[src/srs_pkg.sv]
// Overview of operation
// - An 8-bit free-running rate timer, period set by baud_divisor, serves both modes.
// - high_rate_select picks the multiplier when asynchronous and is ignored when synchronous.
// - Bit rate is clock over 64, 16 or 4 times (divisor plus one).
// - Any write to baud_divisor clears the rate timer at once.
// - One clock line, one two-way data line; never transmit and receive together.
// - The port works either as clock master or as slave on an external clock.
// - Synchronous characters carry data bits only, no start or stop bit.
// - As master the port drives the clock pin and enables its driver automatically.
// - A data bit changes on the clock leading edge, valid until the next one.
// - Exactly one clock cycle per data bit, and no extra cycles.
// - Master transmit drives the data pin and enables both pin drivers automatically.
// - Writing the holding register starts a send; it waits while shifting continues.
// - An empty shift register takes the held character at once and starts shifting.
// - The shift register has no address; software cannot read or write it.
// - With nine-bit mode set, a ninth bit loaded beforehand is sent too.
// - As slave the port shifts using only the master's clock.
package srs_pkg;
    localparam int          DATA_W      = 32;
    localparam int          ADDR_W      = 32;
    localparam int          REG_W       = 8;
    localparam int          PRE_W       = 6;
    localparam int          CNT_W       = 4;
    // Register byte offsets.
    localparam logic [7:0]  OFF_RCS     = 8'h00;
    localparam logic [7:0]  OFF_DIV     = 8'h04;
    localparam logic [7:0]  OFF_TCS     = 8'h08;
    localparam logic [7:0]  OFF_THR     = 8'h0C;
    localparam logic [7:0]  OFF_STAT    = 8'h10;
    // receive_control_status fields.
    localparam int          RCS_SERIAL_PORT_ENABLE    = 7;
    localparam int          RCS_RX9     = 6;
    localparam int          RCS_SINGLE_RECEIVE_ENABLE    = 5;
    localparam int          RCS_CONTINUOUS_RECEIVE_ENABLE    = 4;
    // transmit_control_status fields.
    localparam int          TCS_CLOCK_SOURCE_SELECT    = 7;
    localparam int          TCS_TX9     = 6;
    localparam int          TCS_TRANSMIT_ENABLE    = 5;
    localparam int          TCS_SYNC    = 4;
    localparam int          TCS_HIGH_RATE_SELECT    = 2;
    localparam int          TCS_SHIFT_EMPTY_FLAG    = 1;
    localparam int          TCS_NINTH_TRANSMIT_BIT    = 0;
    // Status register fields.
    localparam int          ST_HOLD_EMP = 0;
    localparam int          ST_DATA_PIN = 1;
    localparam int          ST_CLK_PIN  = 2;
    // Prescaler limits: async low 64, async high 16, sync half bit 2.
    localparam logic [5:0]  PRE_ASYNC_LO = 6'h3F;
    localparam logic [5:0]  PRE_ASYNC_HI = 6'h0F;
    localparam logic [5:0]  PRE_SYNC     = 6'h01;
    localparam logic [3:0]  CHAR_BITS8   = 4'h8;
    localparam logic [3:0]  CHAR_BITS9   = 4'h9;
    localparam logic [1:0]  HTRANS_NSEQ  = 2'h2;
    typedef enum logic { SRS_IDLE, SRS_SHIFT } srs_state_t;
endpackage : srs_pkg

[src/srs_serial_port.sv]
`timescale 1ns/10ps
module srs_serial_port (
    // Clock and reset
    input  wire logic                        clk,
    input  wire logic                        rst_n,
    // AHB-Lite slave
    input  wire logic                        hsel,
    input  wire logic [srs_pkg::ADDR_W-1:0]  haddr,
    input  wire logic [1:0]                  htrans,
    input  wire logic                        hwrite,
    input  wire logic [2:0]                  hsize,
    input  wire logic [srs_pkg::DATA_W-1:0]  hwdata,
    input  wire logic                        hready,
    output logic                             hreadyout,
    output logic                             hresp,
    output logic [srs_pkg::DATA_W-1:0]       hrdata,
    // Clock pin
    input  wire logic                        clockPinIn,
    output logic                             clockPinOut,
    output logic                             clockPinOe,
    // Data pin
    input  wire logic                        dataPinIn,
    output logic                             dataPinOut,
    output logic                             dataPinOe,
    // Status
    output logic                             txHoldEmpty,
    output logic                             shiftEmpty
);
    import srs_pkg::*;

    ////////////////////////////////////////////////////////////////////////////
    // Declarations.
    logic                serialPortEnable_r;
    logic                rx9_r;
    logic                singleRxEnable_r;
    logic                contRxEnable_r;
    logic                clockSourceSelect_r;
    logic                nineBitTxEnable_r;
    logic                transmitEnable_r;
    logic                clockedMode_r;
    logic                highRateSelect_r;
    logic                ninthTxBit_r;
    logic [REG_W-1:0]    baudDivisor_r;
    logic [REG_W-1:0]    holdData_r;
    logic                holdFull_r;
    logic [PRE_W-1:0]    preCnt_r;
    logic [REG_W-1:0]    rateCnt_r;
    logic [REG_W:0]      txShift_r;
    logic [CNT_W-1:0]    bitsLeft_r;
    srs_state_t          state_r;
    logic                ckOut_r;
    logic                dtOut_r;
    logic                ckMeta_r;
    logic                ckSync_r;
    logic                ckPrev_r;
    logic                dtMeta_r;
    logic                dtSync_r;
    logic                wrPend_r;
    logic [7:0]          wrAddr_r;
    logic [DATA_W-1:0]   rdData_r;
    logic                addrPhase;
    logic                busWrite;
    logic [PRE_W-1:0]    preLimit;
    logic                rateTick;
    logic                masterMode;
    logic                slaveMode;
    logic                txMode;
    logic                leadEdge;
    logic                trailEdge;
    logic                loadShift;
    logic [REG_W-1:0]    tcsRead;
    logic [REG_W-1:0]    rcsRead;

    ////////////////////////////////////////////////////////////////////////////
    // Bus slave: zero wait states, always OKAY.
    assign hreadyout = 1'b1;
    assign hresp     = 1'b0;
    assign hrdata    = rdData_r;
    assign addrPhase = hsel && hready && (htrans == HTRANS_NSEQ);
    assign busWrite  = wrPend_r;

    // Capture the address phase of a write; data follows one cycle later.
    always_ff @(posedge clk) begin
        if (!rst_n) begin
            wrPend_r <= 1'b0;
            wrAddr_r <= 8'h00;
        end else begin
            wrPend_r <= addrPhase && hwrite;
            if (addrPhase) begin
                wrAddr_r <= haddr[7:0];
            end
        end
    end

    // Read views; the shift register itself is never mapped.
    assign rcsRead = {serialPortEnable_r, rx9_r, singleRxEnable_r, contRxEnable_r, 4'h0};
    assign tcsRead = {clockSourceSelect_r, nineBitTxEnable_r, transmitEnable_r,
                      clockedMode_r, 1'b0, highRateSelect_r, shiftEmpty, ninthTxBit_r};

    // Read data is registered in the address phase so it stands in the data phase.
    always_ff @(posedge clk) begin
        if (!rst_n) begin
            rdData_r <= '0;
        end else if (addrPhase && !hwrite) begin
            unique case (haddr[7:0])
                OFF_RCS:  rdData_r <= {24'h000000, rcsRead};
                OFF_DIV:  rdData_r <= {24'h000000, baudDivisor_r};
                OFF_TCS:  rdData_r <= {24'h000000, tcsRead};
                OFF_STAT: rdData_r <= {29'h0, ckSync_r, dtSync_r, txHoldEmpty};
                default:  rdData_r <= '0;
            endcase
        end
    end

    ////////////////////////////////////////////////////////////////////////////
    // Control registers written from the bus.
    always_ff @(posedge clk) begin
        if (!rst_n) begin
            serialPortEnable_r  <= 1'b0;
            rx9_r               <= 1'b0;
            singleRxEnable_r    <= 1'b0;
            contRxEnable_r      <= 1'b0;
            clockSourceSelect_r <= 1'b0;
            nineBitTxEnable_r   <= 1'b0;
            transmitEnable_r    <= 1'b0;
            clockedMode_r       <= 1'b0;
            highRateSelect_r    <= 1'b0;
            ninthTxBit_r        <= 1'b0;
            baudDivisor_r       <= 8'h00;
        end else if (busWrite) begin
            if (wrAddr_r == OFF_RCS) begin
                serialPortEnable_r <= hwdata[RCS_SERIAL_PORT_ENABLE];
                rx9_r              <= hwdata[RCS_RX9];
                singleRxEnable_r   <= hwdata[RCS_SINGLE_RECEIVE_ENABLE];
                contRxEnable_r     <= hwdata[RCS_CONTINUOUS_RECEIVE_ENABLE];
            end
            if (wrAddr_r == OFF_TCS) begin
                clockSourceSelect_r <= hwdata[TCS_CLOCK_SOURCE_SELECT];
                nineBitTxEnable_r   <= hwdata[TCS_TX9];
                transmitEnable_r    <= hwdata[TCS_TRANSMIT_ENABLE];
                clockedMode_r       <= hwdata[TCS_SYNC];
                highRateSelect_r    <= hwdata[TCS_HIGH_RATE_SELECT];
                ninthTxBit_r        <= hwdata[TCS_NINTH_TRANSMIT_BIT];
            end
            if (wrAddr_r == OFF_DIV) begin
                baudDivisor_r <= hwdata[REG_W-1:0];
            end
        end
    end

    ////////////////////////////////////////////////////////////////////////////
    // Mode decode. Setting either receive enable turns the data driver off,
    // so the pin is never driven while the port might be listening.
    assign masterMode = serialPortEnable_r && clockedMode_r && clockSourceSelect_r;
    assign slaveMode  = serialPortEnable_r && clockedMode_r && !clockSourceSelect_r;
    assign txMode     = serialPortEnable_r && clockedMode_r && transmitEnable_r
                        && !singleRxEnable_r && !contRxEnable_r;
    assign clockPinOe = masterMode;
    assign dataPinOe  = txMode;
    assign clockPinOut = ckOut_r;
    assign dataPinOut  = dtOut_r;

    ////////////////////////////////////////////////////////////////////////////
    // Rate timer. The prescaler sets the multiplier; synchronous mode counts
    // half bits so the clock pin gets an even duty cycle.
    always_comb begin
        if (clockedMode_r) begin
            preLimit = PRE_SYNC;
        end else if (highRateSelect_r) begin
            preLimit = PRE_ASYNC_HI;
        end else begin
            preLimit = PRE_ASYNC_LO;
        end
    end

    assign rateTick = (preCnt_r == preLimit) && (rateCnt_r == baudDivisor_r);

    // Free-running count; a divisor write restarts it so the new rate applies now.
    always_ff @(posedge clk) begin
        if (!rst_n) begin
            preCnt_r  <= '0;
            rateCnt_r <= '0;
        end else if (busWrite && wrAddr_r == OFF_DIV) begin
            preCnt_r  <= '0;
            rateCnt_r <= '0;
        end else if (preCnt_r >= preLimit) begin
            preCnt_r  <= '0;
            rateCnt_r <= (rateCnt_r >= baudDivisor_r) ? '0 : rateCnt_r + 8'h01;
        end else begin
            preCnt_r  <= preCnt_r + 6'h01;
        end
    end

    ////////////////////////////////////////////////////////////////////////////
    // Pin synchronisers; the first stage feeds only the second.
    always_ff @(posedge clk) begin
        if (!rst_n) begin
            ckMeta_r <= 1'b0;
            ckSync_r <= 1'b0;
            ckPrev_r <= 1'b0;
            dtMeta_r <= 1'b0;
            dtSync_r <= 1'b0;
        end else begin
            ckMeta_r <= clockPinIn;
            ckSync_r <= ckMeta_r;
            ckPrev_r <= ckSync_r;
            dtMeta_r <= dataPinIn;
            dtSync_r <= dtMeta_r;
        end
    end

    // Leading edge is the rise of the clock, trailing edge its fall.
    always_comb begin
        if (masterMode) begin
            leadEdge  = (state_r == SRS_SHIFT) && rateTick && !ckOut_r;
            trailEdge = (state_r == SRS_SHIFT) && rateTick && ckOut_r;
        end else begin
            leadEdge  = slaveMode && (state_r == SRS_SHIFT) && ckSync_r && !ckPrev_r;
            trailEdge = slaveMode && (state_r == SRS_SHIFT) && !ckSync_r && ckPrev_r;
        end
    end

    ////////////////////////////////////////////////////////////////////////////
    // Master clock: low when idle, one full cycle per bit while shifting.
    // Leaving transmit mode drops it at once, so an abort never adds a stray edge.
    always_ff @(posedge clk) begin
        if (!rst_n) begin
            ckOut_r <= 1'b0;
        end else if (!masterMode || !txMode || state_r != SRS_SHIFT) begin
            ckOut_r <= 1'b0;
        end else if (rateTick) begin
            ckOut_r <= !ckOut_r;
        end
    end

    ////////////////////////////////////////////////////////////////////////////
    // Holding register. A new write wins over the transfer in the same cycle.
    assign loadShift   = (state_r == SRS_IDLE) && holdFull_r && txMode;
    assign txHoldEmpty = !holdFull_r;

    always_ff @(posedge clk) begin
        if (!rst_n) begin
            holdFull_r <= 1'b0;
            holdData_r <= 8'h00;
        end else if (busWrite && wrAddr_r == OFF_THR) begin
            holdFull_r <= 1'b1;
            holdData_r <= hwdata[REG_W-1:0];
        end else if (loadShift) begin
            holdFull_r <= 1'b0;
        end
    end

    ////////////////////////////////////////////////////////////////////////////
    // Shifter. Only data bits are sent, no framing, LSB first, ninth bit last.
    assign shiftEmpty = (state_r == SRS_IDLE);

    always_ff @(posedge clk) begin
        if (!rst_n) begin
            state_r    <= SRS_IDLE;
            txShift_r  <= '0;
            bitsLeft_r <= '0;
        end else if (!txMode) begin
            state_r    <= SRS_IDLE;
            bitsLeft_r <= '0;
        end else begin
            unique case (state_r)
                SRS_IDLE: begin
                    if (loadShift) begin
                        state_r    <= SRS_SHIFT;
                        txShift_r  <= {ninthTxBit_r, holdData_r};
                        bitsLeft_r <= nineBitTxEnable_r ? CHAR_BITS9 : CHAR_BITS8;
                    end
                end
                SRS_SHIFT: begin
                    if (leadEdge && bitsLeft_r != '0) begin
                        txShift_r  <= {1'b0, txShift_r[REG_W:1]};
                        bitsLeft_r <= bitsLeft_r - 4'h1;
                    end else if (trailEdge && bitsLeft_r == '0) begin
                        state_r    <= SRS_IDLE;
                    end
                end
            endcase
        end
    end

    // Data pin changes only on a leading edge and holds until the next one.
    always_ff @(posedge clk) begin
        if (!rst_n) begin
            dtOut_r <= 1'b0;
        end else if (leadEdge && bitsLeft_r != '0) begin
            dtOut_r <= txShift_r[0];
        end
    end

    // hsize is kept for the bus standard but not needed by word-only registers; rx9_r is only read back.
    logic unusedBits;
    assign unusedBits = ^{hsize, rx9_r};

endmodule : srs_serial_port

[config.mk]
export PLATFORM = sky130hd
export DESIGN_NAME = srs_serial_port
export DESIGN_NICKNAME = d
export VERILOG_FILES = /design/src/srs_pkg.sv /design/src/srs_serial_port.sv
export SDC_FILE = /design/constraint.sdc
export NUM_CORES = 1
export LEC_CHECK = 0
export ABC_AREA = 0
export BUFFER_PORTS_ARGS = -buffer_cell sky130_fd_sc_hd__buf_2
export CORE_AREA = 4 4 100 92
export CTS_CLUSTER_DIAMETER = 200
export DETAILED_ROUTE_END_ITERATION = 10
export DIE_AREA = 0 0 104 96
export PLACE_DENSITY_LB_ADDON = 0.05
export SYNTH_ARGS = -nofsm -noshare
export SYNTH_HDL_FRONTEND = slang
export SYNTH_SLANG_ARGS = --single-unit
export TNS_END_PERCENT = 10
[constraint.sdc]
create_clock -name clk -period 2.95 [get_ports clk]
set_clock_uncertainty 0.15 [all_clocks]
set_input_delay 0.4425 -clock clk [delete_from_list [all_inputs] [get_ports clk]]
set_output_delay 0.4425 -clock clk [all_outputs]
set_load 0.02 [all_outputs]
==> summary.md <==
| Metric | Value |
|---|---|
| Gpl congestion | `0.778` |
| Asr flop ratio synth | `0%` |
| Hold path depth | `2` |
| Yosys warnings | `0` |
| Pre-antenna DRT Iters | `5` |
| Hold-fix buffers, CTS | `0` |
| Initial antenna violation count | `0` |
| Area contributors post-synth | `dfxtp_1, mux2i_1, nor2b_1` |
| All-Layer GR Usage | `18.9%` |
| CTS clk-pin slew, worst paths | `80 ps` |
| Post-Route WL | `8970 microns` |
| Initial core utilization | `51.3%` |
| Die X | `104 microns` |
| Sequential fraction of the synthesis area | `38.2%` |
| Vias in the first global route | `3085` |
| Nets | `585` |
| Critical Path Source Type | `flip-flop` |
| Avg Inst Size Synth | `9.05 sq um` |
| # DRC | `0` |
| Area Growth Syn to Fin | `8.11%` |
| Multi-input gate area | `2310 sq um` |
| Std-Cell Rows | `31` |
| VDD IR-drop max | `233 uV` |
| Total CTS buffers | `9` |
| I/O pin cnt | `116` |
| Root buffer selected by CTS | `clkbuf_8` |
| Clock sink count | `79` |
| Die Ht | `96 microns` |
| Max-cap violations | `0` |
| R2r setup slk | `420 ps` |
| Sequential Area | `1580 sq um` |
| Max Freq | `0.396 GHz` |
| Die ar. | `9980 sq um` |
| Outcome | `completed` |
| CTS tree | `built` |
| Post-DP HPWL | `6650 microns` |
| Post-synth cell types | `59` |
| Yosys top cell by area | `dfxtp_1` |
| EDFF count, synth | `0` |
| Post-CTS setup buffers | `0` |
| Max-slew violations | `0` |
| Initial DRC count | `119` |
| Largest net degree at the start of global routing | `48` |
| Final Critical Period | `2530 ps` |
| IO Port Bufs | `38` |
| Resized Gates After CTS | `0` |
| Synth Cell Area | `4140 sq um` |
| Final Total Pwr | `1.87 mW` |
| Global-route wire length before repair | `15000 microns` |
| CP endpoint kind | `flip-flop` |
| LEAKAGE | `1.92 nW` |
| Hold Crit Class | `in -> reg` |
| Critical path peak fanout | `9` |
| Measured slew at the worst slew-check pin | `658 ps` |
| Maximum buffer depth of the clock tree | `2` |
| WP data required | `3010 ps` |
| Via count | `3166` |
| Number of inserted diodes | `0` |
| Final setup violation count | `0` |
| Avg Vias per Cell | `5.31` |
| Arr. time, crit path | `2590 ps` |
| RSZ-0062 raised after global routing | `false` |
| Drt wl/cell | `15.1 microns` |
| Clock latency on the worst-skew pair | `350 ps` |
| Core area | `8070 sq um` |
| R2R depth | `7` |
| Pwr/cell area | `419 nW/um^2` |
| Ys flop type | `dfxtp_1` |
| Post-Syn Instances | `457` |
| Final Hold Viols | `0` |
| Yosys top cell area share | `38.2%` |
| H-tree depth | `3` |
| Worst rel slew slack | `56.1%` |
| Filler Cell Count | `794` |
| Overflow after GRT | `0` |
| Register bit total from synthesis | `79` |
| Fin crit share | `85.6%` |
| ANT nets after route | `0` |
| Total negative slack | `0 ps` |
| Setup CP Type | `reg -> reg` |
| Share of cells above drive strength 1 | `16.9%` |
==> report_power, final <==
part	switching (mW)	internal [mW]
Sequential	0.00729	1.07
Combinational	0.0787	0.0368
Clock	0.378	0.299
Total	0.464	1.41
==> metal layers <==
layer / vias to the layer above / track usage, % / share of wire [%]
met3: 9 / 5.03 / 4.5
li1: 1610 / - / -
met1: 1486 / 24.2 / 49
met5: - / 0 / 0
met4: 0 / 5.87 / 1.2
met2: 61 / 31.6 / 46
==> stage by stage <==
step / hold WS, ps / instances / utilization [%] / worst slack [ps] / instance area (sq um)
after floorplan: 262 / 481 / - / 632 / 4230
after global placement: 274 / 580 / 53.5 / 425 / 4320
after detailed placement: 272 / 580 / 53.5 / 402 / 4320
after CTS: 129 / 596 / 55.4 / 397 / 4470
after global routing: 131 / 596 / 55.4 / 245 / 4470
final: 149 / 596 / 55.4 / 423 / 4470
==> layout by cell type, fill, tap and decap left out, types with 12 or more instances in the layout <==
cell type	n
inv_1	13
nand2_1	52
mux2i_1	40
a21oi_1	12
nor2_1	15
buf_2	38
ha_1	17
nor2b_1	38
conb_1	26
dfxtp_1	79
nand3_1	26
==> kinds of logic after synthesis <==
logic type | share of synthesized area, %
AOI/OAI and AO/OA | 10.2
xor gates and xnor gates | 1.06
adders and majority gates | 5.14
buffers and inverters | 8.17
DFF | 38.2
muxes | 11.9
other | 0.182
and+or+nand+nor | 25.1
==> cells in the mapped netlist, types with 3 or more instances <==
| master | instances |
|---|---|
| ha_1 | 17 |
| o21ai_0 | 7 |
| clkbuf_1 | 12 |
| a21boi_0 | 7 |
| nor3_1 | 8 |
| nand3_1 | 26 |
| a22o_1 | 3 |
| and2_1 | 9 |
| mux2_2 | 8 |
| a31oi_1 | 7 |
| nor2b_1 | 38 |
| xor2_1 | 3 |
| a22oi_1 | 7 |
| dfxtp_1 | 79 |
| nand2b_1 | 3 |
| nand4b_1 | 5 |
| inv_1 | 13 |
| mux2i_1 | 40 |
| nand2_1 | 52 |
| buf_2 | 6 |
| nand4_1 | 3 |
| buf_4 | 26 |
| o21ai_1 | 5 |
| nor2_1 | 15 |
| a21oi_1 | 12 |
| and3_1 | 4 |
==> worst paths after layout <==
path / startpoint / endpoint
worst min-delay path: clockPinIn / ckMeta_r
worst max register to register: highRateSelect_r / txShift_r[8]
worst max-delay path: highRateSelect_r / txShift_r[8]
worst min register to register: ckMeta_r / ckSync_r
==> final cells by class <==
type,instances,share of cell area (%)
clock buffer,11,2.94
tap,99,2.77
sequential,79,35.4
timing repair buffer,46,5.60
clock inverter,5,0.560
inverter,14,1.18
multi-input combinational,342,51.6
==> flip-flops by register name, summed over array words and instances (netlist names), 4 cells and up <==
signal / cells
holdData_r: 8
hrdata: 8
preCnt_r: 6
txShift_r: 9
baudDivisor_r: 8
bitsLeft_r: 4
wrAddr_r: 8
rateCnt_r: 8
==> critical path, stage by stage, from the launching register on <==
cell     delay (ps)
dfxtp_1         350
or2_2           320
ha_1            320
nand3_2         110
nor4_4          430
a31o_2          310
o21ai_2         220
mux2i_1         180
(Power assumes the default switching activity.)
